$ cat config.mk
export PLATFORM = sky130hd
export DESIGN_NAME = dlwc_regs
export DESIGN_NICKNAME = d
export VERILOG_FILES = /design/src/core/dlwc_pkg.sv /design/src/core/dlwc_frame_sel.sv /design/src/core/dlwc_regs.sv
export SDC_FILE = /design/constraint.sdc
export NUM_CORES = 1
export LEC_CHECK = 0
export BUFFER_PORTS_ARGS = -buffer_cell sky130_fd_sc_hd__buf_2
export CORE_MARGIN = 10
export CORE_UTILIZATION = 50
export CTS_CLUSTER_SIZE = 12
export DETAILED_ROUTE_END_ITERATION = 10
export GPL_TIMING_DRIVEN = 0
export PLACE_DENSITY = 0.78
export SYNTH_ARGS = -nofsm -noshare
export SYNTH_HDL_FRONTEND = slang
export SYNTH_HIERARCHICAL = 1
export SYNTH_SLANG_ARGS = --single-unit
export TNS_END_PERCENT = 30
$ cat constraint.sdc
create_clock -name CLK -period 1.8 [get_ports CLK]
set_input_delay 0.09 -clock CLK [delete_from_list [all_inputs] [get_ports CLK]]
set_output_delay 0.09 -clock CLK [all_outputs]
set_load 0.005 [all_outputs]
$ cat src/core/dlwc_pkg.sv
// display layer window config: shared constants, types and register map
// assumes byte offsets relative to the display register base on the plain port
package dlwc_pkg;

	// ==========================================================
	// bus and register widths
	localparam int ADDR_W = 9;
	localparam int DATA_W = 32;
	localparam int ADDR_FIELD_W = 26;

	// ==========================================================
	// register byte offsets from the display register base
	localparam logic [8:0] OFF_OVB_MODE     = 9'h088;
	localparam logic [8:0] OFF_OVB_ORIGIN0  = 9'h08c;
	localparam logic [8:0] OFF_OVB_DISP0    = 9'h090;
	localparam logic [8:0] OFF_OVB_ORIGIN1  = 9'h094;
	localparam logic [8:0] OFF_OVA_WIN_Y    = 9'h156;
	localparam logic [8:0] OFF_OVA_WIN_W    = 9'h158;
	localparam logic [8:0] OFF_OVA_WIN_H    = 9'h15a;
	localparam logic [8:0] OFF_OVB_EXT_MODE = 9'h160;

	// ==========================================================
	// field positions
	localparam int WIN_FIELD_W = 12;
	localparam int MODE_HEIGHT_LSB = 0;
	localparam int MODE_HEIGHT_W = 12;
	localparam int MODE_STRIDE_LSB = 16;
	localparam int MODE_STRIDE_W = 8;
	localparam int MODE_FLIP_LSB = 29;
	localparam int MODE_COLOUR_BIT = 31;
	localparam int EXT_PLACE_BIT = 0;
	localparam int EXT_OVERLAY_BIT = 1;
	localparam int EXT_PALETTE_LSB = 20;
	localparam int EXT_PALETTE_W = 4;
	localparam int EXT_COLOUR_LSB = 30;
	localparam int ORIGIN_ALIGN_BITS = 4;
	localparam int STRIDE_UNIT_SHIFT = 6;
	localparam int PALETTE_UNIT_SHIFT = 4;

	// ==========================================================
	// reset values
	localparam logic [31:0] RST_OVB_MODE = 32'h0000_0000;
	localparam logic [31:0] RST_OVB_EXT_MODE = 32'h0000_0000;
	localparam logic [25:0] RST_ADDR = 26'h000_0000;
	localparam logic [11:0] RST_WIN = 12'h000;

	// ==========================================================
	// modes
	typedef enum logic [1:0] {
		FLIP_FRAME0 = 2'b00,
		FLIP_FRAME1 = 2'b01,
		FLIP_ALTERNATE = 2'b10,
		FLIP_RESERVED = 2'b11
	} dlwc_flip_type;

	typedef enum logic [1:0] {
		PIX_IDX8 = 2'b00,
		PIX_DIR16 = 2'b01,
		PIX_DIR24 = 2'b10,
		PIX_RESERVED = 2'b11
	} dlwc_pix_fmt_type;

	localparam logic [1:0] EXT_COLOUR_BASIC = 2'b00;
	localparam logic [1:0] EXT_COLOUR_DIR24 = 2'b01;

	// ==========================================================
	// carriers
	typedef struct packed {
		logic              wr;
		logic              rd;
		logic [8:0]        addr;
		logic [31:0]       wdata;
	} dlwc_bus_req_type;

	typedef struct packed {
		logic [12:0]       frame_lines;
		logic [13:0]       stride_bytes;
		dlwc_pix_fmt_type  pix_fmt;
		logic              place_window;
		logic              overlay_ext;
		logic [7:0]        palette_offset;
		logic              show_frame1;
		logic [25:0]       fetch_origin;
		logic [25:0]       disp_addr0;
	} dlwc_ovb_cfg_type;

endpackage : dlwc_pkg

$ cat src/core/dlwc_frame_sel.sv
// display layer window config: shown-frame selector for the second overlay
// assumes FRAME_START is a one-cycle pulse at each displayed frame boundary
`timescale 1ns/100ps
module dlwc_frame_sel (
	input  wire logic                   clk,
	input  wire logic                   rst_n,
	input  wire dlwc_pkg::dlwc_flip_type flip_mode,
	input  wire logic                   frame_start,
	output logic                        show_frame1_q
);
	import dlwc_pkg::*;

	logic show_frame1_d;

	// ==========================================================
	// next shown frame, only changed at a frame boundary
	always_comb begin
		show_frame1_d = show_frame1_q;
		if (frame_start) begin
			case (flip_mode)
				FLIP_FRAME0: show_frame1_d = 1'b0;
				FLIP_FRAME1: show_frame1_d = 1'b1;
				FLIP_ALTERNATE: show_frame1_d = ~show_frame1_q;
				default: show_frame1_d = show_frame1_q;   // reserved code holds
			endcase
		end
	end

	// shown frame flag
	always_ff @(posedge clk) begin
		if (!rst_n) begin
			show_frame1_q <= 1'b0;
		end else begin
			show_frame1_q <= show_frame1_d;
		end
	end

endmodule : dlwc_frame_sel

$ cat src/core/dlwc_regs.sv
// display layer window config: register bank for two overlay layers
// assumes a single 25 MHz clock, synchronous active-low reset, plain register port
//
// The implementer's own choice: strobed register access.
`timescale 1ns/100ps
module dlwc_regs (
	input  wire logic                      CLK,
	input  wire logic                      RST_N,
	input  wire dlwc_pkg::dlwc_bus_req_type BUS_REQ,
	input  wire logic                      FRAME_START,
	output logic [31:0]                    RDATA,
	output logic [11:0]                    OVA_WIN_Y,
	output logic [11:0]                    OVA_WIN_W,
	output logic [12:0]                    OVA_WIN_LINES,
	output logic                           OVA_WIDTH_ZERO,
	output dlwc_pkg::dlwc_ovb_cfg_type     OVB_CFG
);
	import dlwc_pkg::*;

	// ==========================================================
	// storage
	logic [11:0] ova_win_y_q;
	logic [11:0] ova_win_w_q;
	logic [11:0] ova_win_h_q;
	logic [11:0] ovb_height_q;
	logic [7:0]  ovb_stride_q;
	logic [1:0]  ovb_flip_q;
	logic        ovb_colour_q;
	logic        ovb_place_q;
	logic        ovb_overlay_q;
	logic [3:0]  ovb_palette_q;
	logic [1:0]  ovb_ext_colour_q;
	logic [21:0] ovb_origin0_q;
	logic [25:0] ovb_disp0_q;
	logic [21:0] ovb_origin1_q;
	logic [31:0] rdata_q;
	logic [31:0] rdata_d;
	logic [11:0] ova_win_y_out_q;
	logic [11:0] ova_win_w_out_q;
	logic [12:0] ova_win_lines_q;
	logic        ova_width_zero_q;
	dlwc_ovb_cfg_type ovb_cfg_q;
	dlwc_ovb_cfg_type ovb_cfg_d;
	logic        show_frame1;

	// ==========================================================
	// address decode
	wire wr_en = BUS_REQ.wr;
	wire rd_en = BUS_REQ.rd;
	wire [31:0] wd = BUS_REQ.wdata;
	wire hit_mode = (BUS_REQ.addr == OFF_OVB_MODE);
	wire hit_org0 = (BUS_REQ.addr == OFF_OVB_ORIGIN0);
	wire hit_disp0 = (BUS_REQ.addr == OFF_OVB_DISP0);
	wire hit_org1 = (BUS_REQ.addr == OFF_OVB_ORIGIN1);
	wire hit_wy = (BUS_REQ.addr == OFF_OVA_WIN_Y);
	wire hit_ww = (BUS_REQ.addr == OFF_OVA_WIN_W);
	wire hit_wh = (BUS_REQ.addr == OFF_OVA_WIN_H);
	wire hit_ext = (BUS_REQ.addr == OFF_OVB_EXT_MODE);

	// write field slices
	wire [11:0] wd_win = wd[WIN_FIELD_W-1:0];
	wire [11:0] wd_height = wd[MODE_HEIGHT_LSB +: MODE_HEIGHT_W];
	wire [7:0]  wd_stride = wd[MODE_STRIDE_LSB +: MODE_STRIDE_W];
	wire [1:0]  wd_flip = wd[MODE_FLIP_LSB +: 2];
	wire        wd_colour = wd[MODE_COLOUR_BIT];
	wire        wd_place = wd[EXT_PLACE_BIT];
	wire        wd_overlay = wd[EXT_OVERLAY_BIT];
	wire [3:0]  wd_palette = wd[EXT_PALETTE_LSB +: EXT_PALETTE_W];
	wire [1:0]  wd_ext_colour = wd[EXT_COLOUR_LSB +: 2];
	wire [21:0] wd_origin = wd[ADDR_FIELD_W-1:ORIGIN_ALIGN_BITS];
	wire [25:0] wd_addr = wd[ADDR_FIELD_W-1:0];

	// ==========================================================
	// colour format resolution
	wire ext_dir24 = (ovb_ext_colour_q == EXT_COLOUR_DIR24);
	wire ext_rsvd = ovb_ext_colour_q[1];
	wire basic_dir16 = ovb_colour_q;
	wire is_dir16 = (ovb_ext_colour_q == EXT_COLOUR_BASIC) && basic_dir16;
	wire dlwc_pix_fmt_type pix_fmt = ext_rsvd ? PIX_RESERVED :
	                                 ext_dir24 ? PIX_DIR24 :
	                                 basic_dir16 ? PIX_DIR16 : PIX_IDX8;

	// display address with 2-byte alignment in 16-bit direct colour
	wire [25:0] disp0_view = {ovb_disp0_q[25:1], ovb_disp0_q[0] & ~is_dir16};

	// aligned origin addresses
	wire [25:0] origin0_view = {ovb_origin0_q, 4'h0};
	wire [25:0] origin1_view = {ovb_origin1_q, 4'h0};

	// ==========================================================
	// readback words, reserved bits zero
	wire [31:0] rd_mode = {ovb_colour_q, ovb_flip_q, 5'h00, ovb_stride_q,
	                       4'h0, ovb_height_q};
	wire [31:0] rd_ext = {ovb_ext_colour_q, 6'h00, ovb_palette_q, 18'h00000,
	                      ovb_overlay_q, ovb_place_q};
	wire [31:0] rd_org0 = {6'h00, origin0_view};
	wire [31:0] rd_disp0 = {6'h00, disp0_view};
	wire [31:0] rd_org1 = {6'h00, origin1_view};
	wire [31:0] rd_wy = {20'h00000, ova_win_y_q};
	wire [31:0] rd_ww = {20'h00000, ova_win_w_q};
	wire [31:0] rd_wh = {20'h00000, ova_win_h_q};

	// read mux, unmapped and idle cycles read zero
	always_comb begin
		rdata_d = 32'h0000_0000;
		if (rd_en) begin
			case (1'b1)
				hit_mode: rdata_d = rd_mode;
				hit_org0: rdata_d = rd_org0;
				hit_disp0: rdata_d = rd_disp0;
				hit_org1: rdata_d = rd_org1;
				hit_wy: rdata_d = rd_wy;
				hit_ww: rdata_d = rd_ww;
				hit_wh: rdata_d = rd_wh;
				hit_ext: rdata_d = rd_ext;
				default: rdata_d = 32'h0000_0000;
			endcase
		end
	end

	// ==========================================================
	// first overlay window registers
	always_ff @(posedge CLK) begin
		if (!RST_N) begin
			ova_win_y_q <= RST_WIN;
			ova_win_w_q <= RST_WIN;
			ova_win_h_q <= RST_WIN;
		end else begin
			if (wr_en && hit_wy) ova_win_y_q <= wd_win;
			if (wr_en && hit_ww) ova_win_w_q <= wd_win;
			if (wr_en && hit_wh) ova_win_h_q <= wd_win;
		end
	end

	// second overlay mode register
	always_ff @(posedge CLK) begin
		if (!RST_N) begin
			ovb_height_q <= RST_OVB_MODE[MODE_HEIGHT_LSB +: MODE_HEIGHT_W];
			ovb_stride_q <= RST_OVB_MODE[MODE_STRIDE_LSB +: MODE_STRIDE_W];
			ovb_flip_q <= RST_OVB_MODE[MODE_FLIP_LSB +: 2];
			ovb_colour_q <= RST_OVB_MODE[MODE_COLOUR_BIT];
		end else if (wr_en && hit_mode) begin
			ovb_height_q <= wd_height;
			ovb_stride_q <= wd_stride;
			ovb_flip_q <= wd_flip;
			ovb_colour_q <= wd_colour;
		end
	end

	// second overlay extended mode register
	always_ff @(posedge CLK) begin
		if (!RST_N) begin
			ovb_place_q <= RST_OVB_EXT_MODE[EXT_PLACE_BIT];
			ovb_overlay_q <= RST_OVB_EXT_MODE[EXT_OVERLAY_BIT];
			ovb_palette_q <= RST_OVB_EXT_MODE[EXT_PALETTE_LSB +: EXT_PALETTE_W];
			ovb_ext_colour_q <= RST_OVB_EXT_MODE[EXT_COLOUR_LSB +: 2];
		end else if (wr_en && hit_ext) begin
			ovb_place_q <= wd_place;
			ovb_overlay_q <= wd_overlay;
			ovb_palette_q <= wd_palette;
			ovb_ext_colour_q <= wd_ext_colour;
		end
	end

	// second overlay address registers
	always_ff @(posedge CLK) begin
		if (!RST_N) begin
			ovb_origin0_q <= RST_ADDR[ADDR_FIELD_W-1:ORIGIN_ALIGN_BITS];
			ovb_disp0_q <= RST_ADDR;
			ovb_origin1_q <= RST_ADDR[ADDR_FIELD_W-1:ORIGIN_ALIGN_BITS];
		end else begin
			if (wr_en && hit_org0) ovb_origin0_q <= wd_origin;
			if (wr_en && hit_disp0) ovb_disp0_q <= wd_addr;
			if (wr_en && hit_org1) ovb_origin1_q <= wd_origin;
		end
	end

	// ==========================================================
	// shown-frame selection at frame boundaries
	dlwc_frame_sel u_frame_sel (
		.clk           (CLK),
		.rst_n         (RST_N),
		.flip_mode     (dlwc_flip_type'(ovb_flip_q)),
		.frame_start   (FRAME_START),
		.show_frame1_q (show_frame1)
	);

	// ==========================================================
	// derived configuration for the fetch and compositing logic
	always_comb begin
		ovb_cfg_d = '0;
		ovb_cfg_d.frame_lines = {1'b0, ovb_height_q} + 13'h0001;
		ovb_cfg_d.stride_bytes = {ovb_stride_q, 6'h00};
		ovb_cfg_d.pix_fmt = pix_fmt;
		ovb_cfg_d.place_window = ovb_place_q;
		ovb_cfg_d.overlay_ext = ovb_overlay_q;
		ovb_cfg_d.palette_offset = {ovb_palette_q, 4'h0};
		ovb_cfg_d.show_frame1 = show_frame1;
		ovb_cfg_d.fetch_origin = show_frame1 ? origin1_view : origin0_view;
		ovb_cfg_d.disp_addr0 = disp0_view;
	end

	// registered outputs
	always_ff @(posedge CLK) begin
		if (!RST_N) begin
			rdata_q <= 32'h0000_0000;
			ova_win_y_out_q <= RST_WIN;
			ova_win_w_out_q <= RST_WIN;
			ova_win_lines_q <= 13'h0001;
			ova_width_zero_q <= 1'b1;
			ovb_cfg_q <= '0;
		end else begin
			rdata_q <= rdata_d;
			ova_win_y_out_q <= ova_win_y_q;
			ova_win_w_out_q <= ova_win_w_q;
			ova_win_lines_q <= {1'b0, ova_win_h_q} + 13'h0001;
			ova_width_zero_q <= (ova_win_w_q == 12'h000);
			ovb_cfg_q <= ovb_cfg_d;
		end
	end

	// ==========================================================
	// port drive
	assign RDATA = rdata_q;
	assign OVA_WIN_Y = ova_win_y_out_q;
	assign OVA_WIN_W = ova_win_w_out_q;
	assign OVA_WIN_LINES = ova_win_lines_q;
	assign OVA_WIDTH_ZERO = ova_width_zero_q;
	assign OVB_CFG = ovb_cfg_q;

endmodule : dlwc_regs

==> out/metrics.cfg <==
[setup_path]
crit_chain = clkbuf_1 > clkbuf_1 > clkbuf_1 > a21oi_1 > nor3_1
path_class = in -> reg
r2r_cells = 4
cp_max_fo = 10
path_buf_inv = 3
cpMostUsedCell = clkbuf_1
worst_path_max_delay_cell = clkbuf_1
crit_path_end_kind = flip-flop
cp_num_cells = 5
crit_family = buffers and inverters
worstPathRequired_ps = 2220
slowest_delay_ps = 630
start_kind = input pin
arrival_ps = 2140

[logic_synthesis]
syn_area_um2 = 11200
yosysWarnings = 6
synth_area_leaders = dfxtp_1 51%, mux2i_1 7.6%, nand2_1 6.8%
synth_adder_area_share_pct = 0.560
yosysMostFrequentCell = dfxtp_1
synth_edf_count = 0
async_flop_share_pct = 0
synthMuxAreaShare_pct = 8.02
synth_common_cells = 283 x dfxtp_1, 201 x nand2_1, 89 x and2_1, 85 x mux2i_1, 83 x a21boi_0
synth_top_family_by_area = simple AND/OR/NAND/NOR gates
synthXorXnorAreaFrac_pct = 1.65
synthSimpleGateAreaFrac_pct = 21.8
ys_ff_latch = 283
ys_seq_area_share_pct = 50.7
postSynthAreaPerCell_um2 = 9.61
synth_ff_type = dfxtp_1
yosysUniqueCellTypes = 58
synth_compound_area_share_pct = 12.7
synth_cells = 1163
synth_top_area_share_pct = 50.7
yosys.area.top_type = dfxtp_1

[floorplan]
rows = 54
dieHeight_um = 169
dieArea_um2 = 28700
io_pins = 208
start_util_pct = 51.0
dieWidth_um = 169
core_um2 = 21900

[detailed_routing]
dr.first_iter.drc_count = 897
ant_nets = 0
drc = 0
drt-total-wl_um = 34100
first_pass_iters = 6
vias = 9353
vias_per_cell = 5.44
wl_per_cell_um = 19.8

[grt]
grt_pass1_wl_um = 52400
grt_max_degree = 14
groute.usage.overall_pct = 22.7
grt_pass1_vias = 9376
antenna_found_initial = 2
grt_overflow = 0

[pwr]
p_clk_share_pct = 45.0
p_total_mw = 12.4
power_density_nw_per_um2 = 904
power.leakage_nw = 5.44
swShare_pct = 21.7
max-vdd-ir-drop_mv = 0.905
pwr-share-seq_pct = 50.5
switching_power_mw = 2.70
internal_power_mw = 9.71
pwr-share-comb_pct = 4.5

[sta]
finalHoldViolations = 0
period_minus_slack_ps = 1710
timing.final.crit_share_pct = 95.2
slew_violations = 0
rsz0062_at_grt = false
fmax_mhz = 584
worstMarginPinSlew_ps = 740
relSlewSlack_pct = 50.7
finClkSkew_ps = 8.31
finalSetupViolCount = 0

[cells_and_area]
area_delta_synth_final_pct = 22.9
nFillCells = 1853
design_area_um2 = 13700
final_net_count = 1478
drive_above_1_share_pct = 19.5

[clock_network]
cts-root-buf = clkbuf_16
cts_tree = done
insertion_delay_ps = 540
cts_buffer_depth = 3
path_clk_slew_ps = 60
htreeDepth = 1
clock-sinks = 283
cts_buffers = 29

[placed_design]
portBuffers = 184
place_congestion = 0.935
place_hpwl_um = 24700
place_area_um2 = 12500

[worst_hold_path]
hp-class = in -> reg
hold-path-cell-count = 5

[flow_run]
maxCapViolCount = 0

[status]
status = finished, final reports clean

-- timing repair --
action / CTS / global route
pin swaps: 0 / 1
hold buffers: 32 / 0
buffers inserted: 0 / 1
resized for setup: 4 / 4
hold endpoints to repair: 140 / 0
setup endpoints to repair: 23 / 18
-- sequential cells by signal (all words and copies together), names as in the netlist, 4 cells and up --
name / count
OVA_WIN_LINES: 13
OVA_WIN_W: 12
OVA_WIN_Y: 12
OVB_CFG: 78
RDATA: 29
ova_win_h_q: 12
ova_win_w_q: 12
ova_win_y_q: 12
ovb_disp0_q: 26
ovb_height_q: 12
ovb_origin0_q: 22
ovb_origin1_q: 22
ovb_palette_q: 4
ovb_stride_q: 8
-- metal layers --
| layer | global-route usage, % | vias up | part of all wire, % |
|---|---|---|---|
| met3 | 5.33 | 76 | 9.3 |
| met1 | 29.2 | 4424 | 42 |
| met2 | 36.7 | 422 | 46 |
| li1 | - | 4431 | - |
| met4 | 7.58 | 0 | 2.8 |
| met5 | 0 | - | 0 |
-- cells in the final DEF, fill, tap and decap left out, types with 5 or more instances in the layout --
cell             n
a21boi_1        12
o22ai_1         16
nor4_1           6
clkbuf_1        61
nand4_1         12
clkbuf_16       29
mux2i_1         85
nor2b_1         67
clkbuf_8         5
buf_2          203
dfxtp_1        283
nand2b_1         5
xnor2_1         17
o2bb2ai_1        5
a21oi_1         20
dlygate4sd3_1   32
nand3_1         23
and2_1          89
conb_1          17
a21boi_0        83
inv_1            6
a32o_1           8
ha_1             5
a22oi_1         17
nor2_1           8
and3_1          10
o21ai_0         22
buf_4           18
nand2_1        201
-- stage by stage --
step                setup slack, ps  util [%]  setup TNS, ps  instances  hold slack (ps)
floorplan                      57.5         -              0       1179              229
global placement               -719      57.1         -38610       1643              359
detailed placement             -689      57.1         -42650       1643              369
CTS                            9.12      62.5              0       1717             25.3
global route                   28.5      62.7              0       1719             48.6
finish                         87.0      62.7              0       1720             50.8
-- cell type report --
type	count	area [µm²]	area share, %
clock inverters	5	50.0	0.365
well taps	280	350	2.55
repair buffers	217	1250	9.10
multi-input cells	789	5100	37.1
plain buffers	101	483	3.52
flip-flops and latches	283	5670	41.3
clock buffers	37	806	5.87
inverters	6	22.5	0.164
diodes	2	5.00	0.0365
-- cells by family after synthesis --
logic type	Yosys count
flip-flops	283
multiplexers	89
XOR/XNOR	21
buffers and inverters	107
AND/OR/NAND/NOR	456
adder cells (fa/ha/maj)	5
AO/OA/AOI/OAI	201
other	1
-- path summary, 6_finish.rpt --
| check | slack, ps | to | startpoint |
|---|---|---|---|
| setup / recovery | 90 | RDATA[24] | BUS_REQ[34] |
| hold / removal | 50 | ova_win_w_q[0] | BUS_REQ[42] |
| setup reg to reg | 240 | OVB_CFG[33] | u_frame_sel/show_frame1_q |
| hold reg to reg | 470 | OVA_WIN_LINES[0] | ova_win_h_q[0] |
-- tightest hold or removal path, stage by stage --
cell,delay [ps]
buf_2,100
inv_1,110
nor4_1,100
nand2_1,70
a21boi_0,70
-- power groups by stage --
stage / clock network [mW] / registers, mW / logic (mW)
6_report: 5.59 / 6.27 / 0.553
5_1_grt: 5.89 / 6.27 / 0.585
4_1_cts: 5.65 / 6.27 / 0.531
3_5_place_dp: 0 / 6.41 / 0.468
3_3_place_gp: 0 / 6.41 / 0.463
2_1_floorplan: 0 / 6.41 / 0.264
(Power assumes the default switching activity.)
